===== config.mk =====
export PLATFORM = sky130hd
export DESIGN_NAME = fhb_flash_if
export DESIGN_NICKNAME = d
export VERILOG_FILES = /design/src/include/fhb_pkg.sv /design/src/hw/fhb_flash_if.sv /design/src/hw/fhb_sync.sv /design/src/hw/fhb_edge.sv
export SDC_FILE = /design/constraint.sdc
export NUM_CORES = 1
export LEC_CHECK = 0
export BUFFER_PORTS_ARGS = -buffer_cell sky130_fd_sc_hd__buf_2
export CORE_ASPECT_RATIO = 1.75
export CORE_MARGIN = 2
export CORE_UTILIZATION = 49
export DETAILED_ROUTE_END_ITERATION = 16
export HOLD_SLACK_MARGIN = 0.1
export MAX_ROUTING_LAYER = met4
export PLACE_DENSITY = 0.75
export SYNTH_ARGS = -nofsm -noshare
export SYNTH_HDL_FRONTEND = slang
export SYNTH_SLANG_ARGS = --single-unit

===== constraint.sdc =====
create_clock -name mclk_i -period 8.1 [get_ports mclk_i]
set_input_delay 1.62 -clock mclk_i [delete_from_list [all_inputs] [get_ports mclk_i]]
set_output_delay 1.62 -clock mclk_i [all_outputs]
set_load 0.02 [all_outputs]

===== src/include/fhb_pkg.sv =====
// fhb_pkg: constants, register map and types of the flash host bus port.
// assumes: APB slave with an 8-bit byte address, 32-bit data.
package fhb_pkg;

  // ==========================================================
  // register map (byte addresses)
  localparam logic [7:0]  FHB_CFG_OFF      = 8'h00;
  localparam logic [7:0]  FHB_CMD_ADDR_OFF = 8'h04;
  localparam logic [7:0]  FHB_CMD_DATA_OFF = 8'h08;
  localparam logic [7:0]  FHB_STATUS_OFF   = 8'h0c;

  // ==========================================================
  // burst configuration fields
  localparam int          FHB_RSEL_BIT   = 15;
  localparam int          FHB_LAT_HI     = 13;
  localparam int          FHB_LAT_LO     = 11;
  localparam int          FHB_RTIM_BIT   = 8;
  localparam int          FHB_CEDGE_BIT  = 6;
  localparam int          FHB_BLEN_HI    = 2;
  localparam int          FHB_BLEN_LO    = 0;
  localparam logic [15:0] FHB_CFG_RESET  = 16'h8000;
  localparam logic [15:0] FHB_CFG_WMASK  = 16'hb947;
  localparam logic [2:0]  FHB_BLEN_CONT  = 3'h7;
  localparam logic [2:0]  FHB_LAT_MIN    = 3'h2;
  localparam logic [2:0]  FHB_LAT_MAX    = 3'h6;
  localparam logic [3:0]  FHB_LAT_OFFSET = 4'h2;
  localparam logic [1:0]  FHB_PAGE_LAST  = 2'h3;
  localparam logic [1:0]  FHB_PAGE_FIRST = 2'h0;

  // ==========================================================
  // status bits
  localparam int          FHB_ST_STANDBY = 0;
  localparam int          FHB_ST_LOWPWR  = 1;
  localparam int          FHB_ST_PWRDN   = 2;
  localparam int          FHB_ST_BURST   = 3;
  localparam int          FHB_ST_PEBUSY  = 4;
  localparam int          FHB_ST_CMDPEND = 5;

  // ==========================================================
  // timing
  localparam int          FHB_CLK_NS     = 10;
  localparam int          FHB_IDLE_NS    = 200;
  localparam int          FHB_IDLE_CYC   = (FHB_IDLE_NS + FHB_CLK_NS - 1) / FHB_CLK_NS;

  typedef enum logic [1:0] {
    fhb_b_idle = 2'b00,
    fhb_b_lat  = 2'b01,
    fhb_b_data = 2'b11,
    fhb_b_wait = 2'b10
  } fhb_bstate_t;

endpackage


===== src/hw/fhb_flash_if.sv =====
// fhb_flash_if: pin-side bus interface of a x16 burst flash, with APB config.
// assumes: pins arrive asynchronously; core array answers rd_data one cycle
// after rd_addr; program/erase controller reports busy on mclk_i.
`timescale 1ns/10ps

// Functional notes
// - data captured at first ce/we rise
// - burst clock ignored during writes
// - address latched at earliest latch/ce/we rise
// - oe high floats data pins
// - ce high is standby, pins float
// - standby never stops program or erase
// - auto low power only in idle async reads
// - low power keeps driving read data
// - power-down floats every output
// - burst address at first edge or latch rise
// - first word after configured latency
// - burst drives data pins only with oe low
// - continuous burst walks whole array
// - unaligned continuous burst pulls ready low
// - ready timing selectable by config bit
// - burst only when read select zero
// - burst steps on selected clock edge
// - read select one means async, reset one
// - edge bit zero falling, one rising
// - ready low at, or before, invalid edge
// - latency codes 010..110 give 4..8
module fhb_flash_if import fhb_pkg::*; #(
  parameter int AW = 21,
  parameter int DW = 16
) (
  input  wire logic          mclk_i,
  input  wire logic          arst_n_i,
  input  wire logic          psel_i,
  input  wire logic          penable_i,
  input  wire logic          pwrite_i,
  input  wire logic [7:0]    paddr_i,
  input  wire logic [31:0]   pwdata_i,
  output logic      [31:0]   prdata_o,
  output logic               pready_o,
  output logic               pslverr_o,
  input  wire logic          chip_en_n_i,
  input  wire logic          out_en_n_i,
  input  wire logic          wr_en_n_i,
  input  wire logic          latch_en_n_i,
  input  wire logic          reset_power_down_n_i,
  input  wire logic          burst_clk_i,
  input  wire logic [AW-1:0] word_address_pins_i,
  input  wire logic [DW-1:0] data_pins_i,
  output logic      [DW-1:0] data_pins_o,
  output logic               data_pins_oe_n_o,
  output logic               valid_ready_o,
  output logic               valid_ready_oe_n_o,
  output logic      [AW-1:0] core_rd_addr_o,
  input  wire logic [DW-1:0] core_rd_data_i,
  output logic               cmd_valid_o,
  output logic      [AW-1:0] cmd_addr_o,
  output logic      [DW-1:0] cmd_data_o,
  input  wire logic          pe_busy_i,
  output logic               standby_o,
  output logic               low_power_o,
  output logic               power_down_o
);

  // ==========================================================
  // reset release
  logic rst_meta_reg;
  logic rst_n;

  always_ff @(posedge mclk_i or negedge arst_n_i) begin
    if (!arst_n_i) begin
      rst_meta_reg <= 1'b0;
      rst_n        <= 1'b0;
    end else begin
      rst_meta_reg <= 1'b1;
      rst_n        <= rst_meta_reg;
    end
  end

  // ==========================================================
  // pin synchronisers and edges
  logic          ce_s, oe_s, we_s, le_s, rp_s, k_s;
  logic [AW-1:0] addr_s;
  logic [DW-1:0] din_s;
  logic          k_rise, k_fall, le_rise;

  fhb_sync #(.W(6), .INIT(6'h1f)) u_sync_ctl (
    .mclk_i  (mclk_i),
    .rst_n_i (rst_n),
    .d_i     ({burst_clk_i, chip_en_n_i, out_en_n_i, wr_en_n_i, latch_en_n_i, reset_power_down_n_i}),
    .q_o     ({k_s, ce_s, oe_s, we_s, le_s, rp_s})
  );

  fhb_sync #(.W(AW), .INIT('0)) u_sync_addr (
    .mclk_i  (mclk_i),
    .rst_n_i (rst_n),
    .d_i     (word_address_pins_i),
    .q_o     (addr_s)
  );

  fhb_sync #(.W(DW), .INIT('0)) u_sync_data (
    .mclk_i  (mclk_i),
    .rst_n_i (rst_n),
    .d_i     (data_pins_i),
    .q_o     (din_s)
  );

  fhb_edge #(.INIT(1'b0)) u_edge_k (
    .mclk_i  (mclk_i),
    .rst_n_i (rst_n),
    .level_i (k_s),
    .rise_o  (k_rise),
    .fall_o  (k_fall)
  );

  fhb_edge #(.INIT(1'b1)) u_edge_le (
    .mclk_i  (mclk_i),
    .rst_n_i (rst_n),
    .level_i (le_s),
    .rise_o  (le_rise),
    .fall_o  ()
  );

  // ==========================================================
  // helpers
  function automatic logic in_burst(input fhb_bstate_t st);
    in_burst = (st == fhb_b_data) || (st == fhb_b_wait);
  endfunction

  // reserved codes clamp into the legal range
  function automatic logic [3:0] lat_cycles(input logic [2:0] code);
    logic [2:0] c;
    c = code;
    if (c < FHB_LAT_MIN) c = FHB_LAT_MIN;
    if (c > FHB_LAT_MAX) c = FHB_LAT_MAX;
    lat_cycles = {1'b0, c} + FHB_LAT_OFFSET;
  endfunction

  // ==========================================================
  // state
  logic [15:0]   cfg_reg, cfg_next;
  logic [31:0]   prdata_reg, prdata_next;
  logic [AW-1:0] latch_reg, latch_next;
  logic          wr_act_reg, wr_act_next;
  logic          cmd_valid_reg, cmd_valid_next;
  logic [AW-1:0] cmd_addr_reg, cmd_addr_next;
  logic [DW-1:0] cmd_data_reg, cmd_data_next;
  logic          pend_reg, pend_next;
  fhb_bstate_t   bst_reg, bst_next;
  logic [3:0]    lat_reg, lat_next;
  logic [AW-1:0] baddr_reg, baddr_next;
  logic          unal_reg, unal_next;
  logic          cross_reg, cross_next;
  logic [AW-1:0] rd_addr_reg, rd_addr_next;
  logic [DW-1:0] dout_reg, dout_next;
  logic [AW+3:0] snap_reg, snap_next;
  logic [7:0]    idle_reg, idle_next;
  logic          lp_reg, lp_next;

  logic          rsel, rtim, cedge, cont;
  logic          act_edge, apb_setup, apb_wr, capture;
  logic          start_ok, wait_cond, ready_pull, drive;
  logic [AW-1:0] eff_addr;
  logic [31:0]   status_w;
  logic          addr_hit;

  always_comb begin
    rsel      = cfg_reg[FHB_RSEL_BIT];
    rtim      = cfg_reg[FHB_RTIM_BIT];
    cedge     = cfg_reg[FHB_CEDGE_BIT];
    cont      = cfg_reg[FHB_BLEN_HI:FHB_BLEN_LO] == FHB_BLEN_CONT;
    act_edge  = cedge ? k_rise : k_fall;
    // transparent while latch low, frozen once it rises
    eff_addr  = le_s ? latch_reg : addr_s;
    apb_setup = psel_i && !penable_i;
    apb_wr    = psel_i && penable_i && pwrite_i;
    addr_hit  = (paddr_i == FHB_CFG_OFF) || (paddr_i == FHB_CMD_ADDR_OFF) ||
                (paddr_i == FHB_CMD_DATA_OFF) || (paddr_i == FHB_STATUS_OFF);
    capture   = wr_act_reg && (ce_s || we_s);
    start_ok  = !rsel && !ce_s && we_s && rp_s;
    wait_cond = cont && unal_reg && !cross_reg && (baddr_reg[1:0] == FHB_PAGE_LAST);
    status_w  = '0;
    status_w[FHB_ST_STANDBY] = ce_s;
    status_w[FHB_ST_LOWPWR]  = lp_reg;
    status_w[FHB_ST_PWRDN]   = !rp_s;
    status_w[FHB_ST_BURST]   = bst_reg != fhb_b_idle;
    status_w[FHB_ST_PEBUSY]  = pe_busy_i;
    status_w[FHB_ST_CMDPEND] = pend_reg;

    cfg_next       = cfg_reg;
    prdata_next    = prdata_reg;
    latch_next     = le_s ? latch_reg : addr_s;
    wr_act_next    = wr_act_reg;
    cmd_valid_next = 1'b0;
    cmd_addr_next  = cmd_addr_reg;
    cmd_data_next  = cmd_data_reg;
    pend_next      = pend_reg;
    bst_next       = bst_reg;
    lat_next       = lat_reg;
    baddr_next     = baddr_reg;
    unal_next      = unal_reg;
    cross_next     = cross_reg;
    dout_next      = core_rd_data_i;
    snap_next      = {ce_s, oe_s, we_s, le_s, addr_s};
    idle_next      = idle_reg;
    lp_next        = lp_reg;

    // register bus
    if (apb_setup && !pwrite_i) begin
      case (paddr_i)
        FHB_CFG_OFF:      prdata_next = {16'h0000, cfg_reg};
        FHB_CMD_ADDR_OFF: prdata_next = {{(32-AW){1'b0}}, cmd_addr_reg};
        FHB_CMD_DATA_OFF: prdata_next = {{(32-DW){1'b0}}, cmd_data_reg};
        FHB_STATUS_OFF:   prdata_next = status_w;
        default:          prdata_next = '0;
      endcase
    end
    if (apb_wr && paddr_i == FHB_CFG_OFF) begin
      cfg_next = (cfg_reg & ~FHB_CFG_WMASK) | (pwdata_i[15:0] & FHB_CFG_WMASK);
    end
    if (apb_wr && paddr_i == FHB_STATUS_OFF && pwdata_i[FHB_ST_CMDPEND]) begin
      pend_next = 1'b0;
    end
    if (!rp_s) begin
      cfg_next = FHB_CFG_RESET;
    end

    // asynchronous command write, burst clock not looked at
    if (capture) begin
      cmd_valid_next = 1'b1;
      cmd_addr_next  = eff_addr;
      cmd_data_next  = din_s;
      pend_next      = 1'b1;
      wr_act_next    = 1'b0;
    end else if (!ce_s && !we_s && oe_s) begin
      wr_act_next = 1'b1;
    end
    if (!rp_s) begin
      wr_act_next = 1'b0;
    end

    // synchronous burst
    case (bst_reg)
      fhb_b_idle: begin
        if (start_ok && ((act_edge && !le_s) || le_rise)) begin
          bst_next   = fhb_b_lat;
          baddr_next = eff_addr;
          lat_next   = lat_cycles(cfg_reg[FHB_LAT_HI:FHB_LAT_LO]);
          unal_next  = eff_addr[1:0] != FHB_PAGE_FIRST;
          cross_next = 1'b0;
        end
      end
      fhb_b_lat: begin
        if (act_edge) begin
          if (lat_reg <= 4'h1) begin
            bst_next = fhb_b_data;
          end else begin
            lat_next = lat_reg - 4'h1;
          end
        end
      end
      fhb_b_data: begin
        if (act_edge) begin
          if (wait_cond) begin
            bst_next = fhb_b_wait;
          end else begin
            baddr_next = baddr_reg + {{(AW-1){1'b0}}, 1'b1};
          end
        end
      end
      fhb_b_wait: begin
        if (act_edge) begin
          bst_next   = fhb_b_data;
          cross_next = 1'b1;
          baddr_next = baddr_reg + {{(AW-1){1'b0}}, 1'b1};
        end
      end
      default: begin
        bst_next = fhb_b_idle;
      end
    endcase
    if (ce_s || !rp_s || rsel) begin
      bst_next = fhb_b_idle;
    end

    rd_addr_next = in_burst(bst_next) ? baddr_next : eff_addr;

    // idle watch for automatic low power; only affects the status
    if (!rsel || ce_s || !rp_s || snap_next != snap_reg) begin
      idle_next = '0;
      lp_next   = 1'b0;
    end else if (idle_reg >= 8'(FHB_IDLE_CYC - 1)) begin
      lp_next = 1'b1;
    end else begin
      idle_next = idle_reg + 8'h01;
    end
  end

  always_ff @(posedge mclk_i or negedge rst_n) begin
    if (!rst_n) begin
      cfg_reg       <= FHB_CFG_RESET;
      prdata_reg    <= '0;
      latch_reg     <= '0;
      wr_act_reg    <= 1'b0;
      cmd_valid_reg <= 1'b0;
      cmd_addr_reg  <= '0;
      cmd_data_reg  <= '0;
      pend_reg      <= 1'b0;
      bst_reg       <= fhb_b_idle;
      lat_reg       <= '0;
      baddr_reg     <= '0;
      unal_reg      <= 1'b0;
      cross_reg     <= 1'b0;
      rd_addr_reg   <= '0;
      dout_reg      <= '0;
      snap_reg      <= '0;
      idle_reg      <= '0;
      lp_reg        <= 1'b0;
    end else begin
      cfg_reg       <= cfg_next;
      prdata_reg    <= prdata_next;
      latch_reg     <= latch_next;
      wr_act_reg    <= wr_act_next;
      cmd_valid_reg <= cmd_valid_next;
      cmd_addr_reg  <= cmd_addr_next;
      cmd_data_reg  <= cmd_data_next;
      pend_reg      <= pend_next;
      bst_reg       <= bst_next;
      lat_reg       <= lat_next;
      baddr_reg     <= baddr_next;
      unal_reg      <= unal_next;
      cross_reg     <= cross_next;
      rd_addr_reg   <= rd_addr_next;
      dout_reg      <= dout_next;
      snap_reg      <= snap_next;
      idle_reg      <= idle_next;
      lp_reg        <= lp_next;
    end
  end

  // ==========================================================
  // pin drivers
  always_comb begin
    // low power does not gate the read path
    drive      = rp_s && !ce_s && !oe_s && we_s && (rsel || in_burst(bst_reg));
    ready_pull = rp_s && !ce_s && cont && in_burst(bst_reg) &&
                 (rtim ? (bst_reg == fhb_b_data && wait_cond) : (bst_reg == fhb_b_wait));
  end

  assign data_pins_o        = dout_reg;
  assign data_pins_oe_n_o   = !drive;
  assign valid_ready_o      = 1'b0;
  assign valid_ready_oe_n_o = !ready_pull;
  assign core_rd_addr_o     = rd_addr_reg;
  assign cmd_valid_o        = cmd_valid_reg;
  assign cmd_addr_o         = cmd_addr_reg;
  assign cmd_data_o         = cmd_data_reg;
  assign standby_o          = ce_s;
  assign low_power_o        = lp_reg;
  assign power_down_o       = !rp_s;
  assign prdata_o           = prdata_reg;
  assign pready_o           = 1'b1;
  assign pslverr_o          = psel_i && penable_i && !addr_hit;
endmodule


===== src/hw/fhb_sync.sv =====
// fhb_sync: two-flop synchroniser for a bundle of pin levels.
// assumes: bits are independent levels; a skewed bundle settles within a cycle.
`timescale 1ns/10ps
module fhb_sync #(
  parameter int           W    = 1,
  parameter logic [W-1:0] INIT = '0
) (
  input  wire logic         mclk_i,
  input  wire logic         rst_n_i,
  input  wire logic [W-1:0] d_i,
  output logic      [W-1:0] q_o
);

  logic [W-1:0] meta_reg;
  logic [W-1:0] meta_next;
  logic [W-1:0] q_reg;
  logic [W-1:0] q_next;

  always_comb begin
    meta_next = d_i;
    q_next    = meta_reg;
  end

  always_ff @(posedge mclk_i or negedge rst_n_i) begin
    if (!rst_n_i) begin
      meta_reg <= INIT;
      q_reg    <= INIT;
    end else begin
      meta_reg <= meta_next;
      q_reg    <= q_next;
    end
  end

  assign q_o = q_reg;

endmodule


===== src/hw/fhb_edge.sv =====
// fhb_edge: rise and fall pulses of an already synchronised level.
// assumes: input is on mclk_i; pulses last one cycle.
`timescale 1ns/10ps
module fhb_edge #(
  parameter logic INIT = 1'b0
) (
  input  wire logic mclk_i,
  input  wire logic rst_n_i,
  input  wire logic level_i,
  output logic      rise_o,
  output logic      fall_o
);

  logic prev_reg;
  logic prev_next;

  always_comb begin
    prev_next = level_i;
  end

  always_ff @(posedge mclk_i or negedge rst_n_i) begin
    if (!rst_n_i) begin
      prev_reg <= INIT;
    end else begin
      prev_reg <= prev_next;
    end
  end

  assign rise_o = level_i & ~prev_reg;
  assign fall_o = ~level_i & prev_reg;

endmodule


; ---- Yosys cells after proc, flatten, opt, wreduce, memory -nomap -nowiden
; Index checks and enable logic that the tools add are counted.
[classes]
n_addsub = 4
order_cmp = 4
n_eq_ne = 18
mux = 43
bitwise_logic = 7
reduce_logical = 63
[ops]
columns = operator, count
row1 = two-way mux 21 bit, 6
row2 = one-hot mux 21 bit (4 select lines), 1
row3 = one-hot mux 21 bit (3 select lines), 1
row4 = two-way mux 16 bit, 2
row5 = logical AND 1 bit, 27
row6 = != test 25 bit, 1
row7 = "adder 21 x 1 -> 21 bit, second input constant", 1
row8 = two-way mux 3 bit, 6
row9 = "equality test 8 x 4 -> 1 bit, second input constant", 2
row10 = two-way mux 8 bit, 2
row11 = OR 15 x 16 -> 16 bit, 1
row12 = two-way mux 2 bit, 7
row13 = logical OR 1 bit, 13
row14 = zero test 1 bit, 12
row15 = two-way mux 1 bit, 12
row16 = two-way mux 4 bit, 3
row17 = "!= test 2 bit, second input constant", 6
row18 = nonzero test 2 bit, 6
row19 = "equality test 2 bit, second input constant", 5
row20 = "adder 8 x 1 -> 8 bit, second input constant", 1
row21 = "equality test 8 x 3 -> 1 bit, second input constant", 1
row22 = "greater-or-equal comparator 8 x 5 -> 1 bit, second input constant", 1
row23 = zero test 8 bit, 1
row24 = one-hot mux 2 bit (4 select lines), 1
row25 = other kinds (16), 20
[totals]
register_bits = 299
input_bits = 105
output_inout_bits = 115
word_cells = 167

; ---- Depth between registers and ports, before layout
; Gate-level depths: netlist of run 1.
[logic_depth]
ltp_word = 15
depth_mapped = 9

; ---- Hierarchy
; From an unflattened synthesis of run 1, not the netlist that was laid out.
[hier_totals]
hier_cells = 794
area_unflattened_um2 = 10691.5
[by_module_without_submodules]
columns = mod, instances, cells_per_inst, area_each_um2
row1 = fhb_flash_if, 1, 702, 8445.6
row2 = fhb_sync at u_sync_addr, 1, 42, 1051.0
row3 = fhb_sync at u_sync_data, 1, 32, 800.8
row4 = fhb_sync at u_sync_ctl, 1, 12, 312.8
row5 = fhb_edge at u_edge_le, 1, 3, 41.3
row6 = fhb_edge at u_edge_k, 1, 3, 40.0

; ---- Least setup slack after synthesis of run 1
; OpenSTA, ideal clock, no wires.
[synth_timing]
kind = in2out
start = input paddr_i[5]
end = output pslverr_o
arrival_time_ps = 2339
required_ps = 6480
path_slack_ps = 4141
path_stages = 3
path_cell_list = nor4_1 nand2_1 and3_1
[synth_between]
elab_chain_len = 6
elab_cells_between_ends = 9
cone_classes = eq/ne (3) / reduce/logical (6)
[synth_rtl]
columns = item, line_no
row1 = from (decl), fhb_flash_if.sv:37  ; input wire logic [7:0] paddr_i,
row2 = equality test 8 x 3 -> 1 bit / zero test 8 bit (equally long branches), fhb_flash_if.sv:177  ; addr_hit = (paddr_i == FHB_CFG_OFF) || (paddr_i == FHB_CMD_ADDR_OFF) ||
row3 = logical OR 1 bit (2 in a row), fhb_flash_if.sv:177
row4 = logical OR 1 bit *, fhb_flash_if.sv:178  ; (paddr_i == FHB_CMD_DATA_OFF) || (paddr_i == FHB_STATUS_OFF);
row5 = zero test 1 bit *, fhb_flash_if.sv:363  ; assign pslverr_o = psel_i && penable_i && !addr_hit;
row6 = logical AND 1 bit *, fhb_flash_if.sv:363
row7 = to (decl), fhb_flash_if.sv:41  ; output logic pslverr_o,
; Every way passes the cells marked *; elsewhere a longest branch is shown, timed or not.

; ---- Worst setup path after layout of run 1
; Ends and elaborated chain as after synthesis.

==> results of run 1 <==
## per-stage QoR
step           instance area (um^2)  util [%]  power, W
6_report                      12640     59.06  0.003099
3_5_place_dp                  11790     55.08  0.001923
3_3_place_gp                  11790     55.08  0.001915
5_1_grt                       12640     59.06  0.003228
2_1_floorplan                 10680         -  0.001784
4_1_cts                       12640     59.05  0.003134
## where the power goes
part	switching (W)	internal [W]
Clock	0.000509	0.000698
Combinational	0.000200	0.000115
Sequential	0.0000726	0.00151
## synthesized netlist by cell type, drive strengths merged (13+ instances only)
cell type  number  area share [%]
nand2          59             2.1
nand4          16             1.1
a21oi          18            0.95
mux2           25             2.6
clkbuf         21            0.75
xnor2          17             1.4
nor2           53             1.9
nand3          13            0.61
o21ai          55             2.6
inv            33             1.2
buf            27             1.6
mux2i          40             3.8
a31oi          14            0.82
dfrtp         269              63
## worst max path at each step
stage	to	slack, ns	cells after the start
finish	pslverr_o	3.76	5
global route	pslverr_o	3.70	5
CTS	pslverr_o	3.77	5
detailed placement	pslverr_o	3.77	5
global placement	pslverr_o	3.77	5
floorplan	baddr_reg[0]	3.51	0
## routing by layer
layer	vias up	global-route usage [%]	share of wire, %
met2	267	36.99	51
met5	-	-	0
met4	0	11.69	5.4
li1	3267	-	-
met1	3487	26.33	38
met3	60	2.651	5.6
## logic make-up (layout without fill, tap and decap cells)
kind of cell	Yosys count	in the layout	share of synthesized area, %
compound gates	158	158	10.27
xor+xnor	28	28	2.305
fa+ha+maj	4	4	0.4705
buf+inv	83	270	3.623
flops	281	281	66.24
mux	68	68	7.045
other cells	2	15	0.07060
simple gates	206	206	9.974
## final cells by class
class	instances	area [um^2]	area share [%]
sequential	281	7051	55.76
clock buffer	34	729.5	5.769
multi-input combinational	478	3278	25.93
inverter	35	131.4	1.039
clock inverter	11	121.4	0.9598
antenna	1	2.502	0.01979
timing repair buffer	190	965.9	7.639
tap	292	365.4	2.889
## layout by cell type (no fill, tap or decap), drive strengths merged, types with 9 or more instances in the layout
cell type,n
clkbuf,34
mux2,25
nand4,16
nor2,53
nand2,59
xor2,11
a21oi,18
a22o,9
xnor2,17
a31oi,14
o31ai,9
nor4,9
a22oi,9
o21ai,55
dfrtp,269
buf,190
dfstp,12
nand3,13
mux2i,40
conb,14
inv,35
nor3,11
## critical path, cell delays in order
cell and delay, ns:
buf_2 0.10, nor4_1 0.26, nand2_1 0.31, and3_1 0.29, buf_2 0.15
==> out/qor.yml, run 1 <==
crit_path_end_kind: "output port"
hold_violations: 0
io_pins: 220
synth_top_flop_cell: "dfrtp_1"
min_to: "u_sync_addr.q_o[2]"
seq_area_frac_synth_pct: 66.24
arrival_ns: 2.72
synthesis.area_mm2: 0.01064
grt_max_degree: 82
worst_hold_slack_ns: 0.3411
n_fill_cell: 1769
worst_pin_slew_ns: 1.134
min_period_ns: 4.343
dieArea_mm2: 0.02295
reg2reg_slack_ns: 5.18
avgSynthCellArea_um2: 12.82
dpl.hpwl_um: 17610
status: "completed"
cap_violations: 0
cts_buffers: 25
regToRegStartpoint: "u_sync_ctl.q_o[1]"
drt-initial-drc-count: 450
crit_path_start_kind: "primary input"
grt_first_pass_wirelength_um: 38090
cts_root_buffer: "clkbuf_16"
slew_headroom_pct: 24.13
hp-class: "flip-flop to flip-flop"
setup_viol: 0
rows: 71
syn_to_final_growth_pct: 18.87
ant_nets: 0
finalSetupTns_ns: 0
cts_hold_buf: 0
initial_utilization_pct: 49.69
largest_reg_flops: 25
gp_congestion: 0.9217
wire_per_inst_um: 18.61
netlist_instances: 830
clock-skew-final_ns: 0.009877
worst_slack_ns: 3.757
dr.pass1.iters: 5
ys_ff_latch: 281
rsz0062_at_grt: "false"
portBuffers: 184
criticalPathCategory: "primary input to output port"
holdPathStages: 0
placed_cells: 1276
via_count: 7081
cts_setup_buffers: 0
grt_use_total_pct: 22.23
min_from: "u_sync_addr.meta_reg[2]"
final_nets: 1120
min_period_over_period_pct: 53.62
post-place-ws_ns: 3.766
antenna_found_initial: 1
die_w_um: 115.4
fp.dieH_um: 198.9
grt_pass1_vias: 7025
cts_tree: "done"
clockBufferDepth: 3
clkSlewWorstSetupHoldPaths_ns: 0.06
reg2regPathDepth: 5
htree_levels: 1
max-vdd-ir-drop_uv: 165.0
overflow: 0
power.density_mw_per_mm2: 245.1
viasPerCell: 5.356
crit_start: "paddr_i[5]"
max_freq_mhz: 230.2
synthArstFlopShare_pct: 100.0
fin_cells: 1322
synth_warnings: 0
drive_gt1_share_pct: 29.06
post_cts_resized: 0
crit_fanout: 10
coreArea_mm2: 0.02141
synth-edff-count: 0
reg2reg_to: "core_rd_addr_o[5]"
drc_errors: 0
cts_sinks: 281
power_leakage_nw: 5.959
clock_latency_ns: 0.52
required_ns: 6.48
drv_slew: 0
ys_types: 77
wirelength_um: 24610
(Power assumes the default switching activity.)
==> run 2: changes to the inputs <==
--- a/config.mk
+++ b/config.mk
@@ -8,11 +8,11 @@
 export BUFFER_PORTS_ARGS = -buffer_cell sky130_fd_sc_hd__buf_2
 export CORE_ASPECT_RATIO = 1.75
 export CORE_MARGIN = 2
-export CORE_UTILIZATION = 49
+export CORE_UTILIZATION = 54
 export DETAILED_ROUTE_END_ITERATION = 16
 export HOLD_SLACK_MARGIN = 0.1
 export MAX_ROUTING_LAYER = met4
-export PLACE_DENSITY = 0.75
+export PLACE_DENSITY = 0.79
 export SYNTH_ARGS = -nofsm -noshare
 export SYNTH_HDL_FRONTEND = slang
 export SYNTH_SLANG_ARGS = --single-unit
==> constraint.sdc (replaced) <==
create_clock -name mclk_i -period 4.45 [get_ports mclk_i]
set_input_delay 0.89 -clock mclk_i [delete_from_list [all_inputs] [get_ports mclk_i]]
set_output_delay 0.89 -clock mclk_i [all_outputs]
set_load 0.02 [all_outputs]
==> run 2 against run 1 <==
- utilization grew 6.9 points
- largest power group unchanged
- final area grew 0.60%
- clock power grew 100%
- global-route usage grew 2.6 points
- total power grew 90%
==> out/qor.yml, run 2 (synthesis results as in run 1) <==
n_fill_cell: 1507  # was 1769
cts_buffers: 25  # unchanged
crit_path_end_kind: "output port"  # unchanged
min_period_ns: 3.312
post_cts_resized: 0  # unchanged
power.density_mw_per_mm2: 462.3  # was 245.1 mW/mm^2
via_count: 7161  # was 7081
cap_violations: 0  # unchanged
crit_fanout: 6  # was 10
power_w: 0.005881  # was 0.003099 W
cts_hold_buf: 0  # unchanged
drive_gt1_share_pct: 29.03  # was 29.06%
power.share.clock_pct: 41.3  # was 38.9%
dpl.hpwl_um: 17430  # was 17610 um
cts_tree: "done"  # unchanged
syn_to_final_growth_pct: 19.58  # was 18.87%
worst_pin_slew_ns: 1.061  # was 1.134 ns
cts_setup_buffers: 0  # unchanged
dieArea_mm2: 0.02088  # was 0.02295 mm^2
grt_first_pass_wirelength_um: 38760  # was 38090 um
cts_sinks: 281  # unchanged
rsz0062_at_grt: "false"  # unchanged
grt_use_total_pct: 24.82  # was 22.23%
hold_violations: 0  # unchanged
arrival_ns: 2.42  # was 2.72 ns
worst_slack_ns: 1.138  # was 3.757 ns
htree_levels: 1  # unchanged
overflow: 0  # unchanged
io_pins: 220  # unchanged
antenna_found_initial: 0  # was 1
final_common_cell: "dfrtp_1"  # unchanged
drc_errors: 0  # unchanged
grt_pass1_vias: 7357  # was 7025
finalSetupTns_ns: 0  # unchanged
grt_max_degree: 105  # was 82
wirelength_um: 24540  # was 24610 um
clockBufferDepth: 3  # unchanged
die_w_um: 110.1  # was 115.4 um
slew_headroom_pct: 28.63  # was 24.13%
p_int_w: 0.004442  # was 0.002318 W
clock_latency_ns: 0.53  # was 0.52 ns
criticalPathCategory: "flip-flop to output port"  # was primary input to output port
gp_congestion: 0.8874  # was 0.9217
required_ns: 3.56  # was 6.48 ns
power_switching_w: 0.001439  # was 0.0007809 W
post-place-ws_ns: 1.544  # was 3.766 ns
final_nets: 1121  # was 1120
clock-skew-final_ns: 0.01365  # was 0.009877 ns
status: "completed"  # unchanged
hp-class: "primary input to asynchronous set/reset pin"  # was flip-flop to flip-flop
seqPwrFrac_pct: 48.8  # was 50.9%
initial_utilization_pct: 55.17  # was 49.69%
crit_path_start_kind: "flip-flop"  # was primary input
viasPerCell: 5.634  # was 5.356
max-vdd-ir-drop_uv: 350.4  # was 165.0 uV
fp.dieH_um: 189.7  # was 198.9 um
pwr-share-comb_pct: 9.9  # was 10.2%
max_freq_mhz: 301.9
min_period_over_period_pct: 74.42
largest_reg_flops: 25  # unchanged
drt-initial-drc-count: 633  # was 450
clkSlewWorstSetupHoldPaths_ns: 0.07  # was 0.06 ns
cts_root_buffer: "clkbuf_16"  # unchanged
drv_slew: 0  # unchanged
layout_common_cells: "dfrtp_1, buf_2, nand2_1"  # unchanged
swShare_pct: 24.47  # was 25.20%
setup_viol: 0  # unchanged
coreArea_mm2: 0.01928  # was 0.02141 mm^2
num_antenna_cells: 0  # was 1
wire_per_inst_um: 19.31  # was 18.61 um
power_leakage_nw: 6.014  # was 5.959 nW
portBuffers: 184  # unchanged
dr.pass1.iters: 5  # unchanged
rows: 67  # was 71
ant_nets: 0  # unchanged
## run 2: cell count changes in the layout (fill, tap and decap cells not counted), sizes merged
cell and change:
diode -1, clkinv -3, buf +1, inv -1, bufinv +4
## run 2: through the flow
stage | cells | utilization [%] | area (um^2) | hold slack (ns)
floorplan | 842 | - | 10690 | 0.3312
global placement | 1226 | 61.06 | 11770 | 0.3317
detailed placement | 1226 | 61.06 | 11770 | 0.3347
CTS | 1271 | 65.98 | 12720 | 0.1256
global route | 1271 | 65.98 | 12720 | 0.1179
finish | 1271 | 65.98 | 12720 | 0.1347
## run 2: layout make-up
class | count | area [um^2] | area share (%)
inverters | 35 | 131.4 | 1.033
repair buffers | 191 | 1011 | 7.947
multi-input cells | 478 | 3278 | 25.77
flip-flops and latches | 281 | 7051 | 55.42
clock buffers | 34 | 719.4 | 5.656
clock inverters | 11 | 229.0 | 1.800
well taps | 241 | 301.5 | 2.370
## run 2: worst paths after layout
check,depth (start not counted),slack [ns],startpoint,endpoint
setup / recovery,6,1.14,baddr_reg[0],valid_ready_oe_n_o
hold / removal,1,0.13,arst_n_i,rst_n
setup reg to reg,5,1.58,bst_reg[1],core_rd_addr_o[5]
hold reg to reg,0,0.34,u_sync_addr.meta_reg[9],u_sync_addr.q_o[9]
max in group asynchronous,1,2.91,rst_n,prdata_o[14]
min in group mclk_i,0,0.34,u_sync_addr.meta_reg[9],u_sync_addr.q_o[9]
## run 2: power groups by stage
stage	registers, W	clock network [W]	logic (W)
2_1_floorplan	0.00305	0	0.000202
3_3_place_gp	0.00291	0	0.000574
3_5_place_dp	0.00292	0	0.000585
4_1_cts	0.00287	0.00247	0.000589
5_1_grt	0.00289	0.00258	0.000637
6_report	0.00287	0.00243	0.000581
## run 2: metal layers
layer  GRT usage [%]  routed length, um  up-vias
met5               -                  0        -
met1           29.69               9320     3556
met2           41.51              12810      283
met3           3.083               1285       59
met4           11.49               1131        0
li1                -                  -     3263
## run 2: worst max-delay path: stages (launching register included)
cell      delay (ns)
dfrtp_1         0.43
ha_1            0.30
nand2_1         0.14
or3_1           0.45
o21ai_0         0.22
nand4b_1        0.15
buf_2           0.20
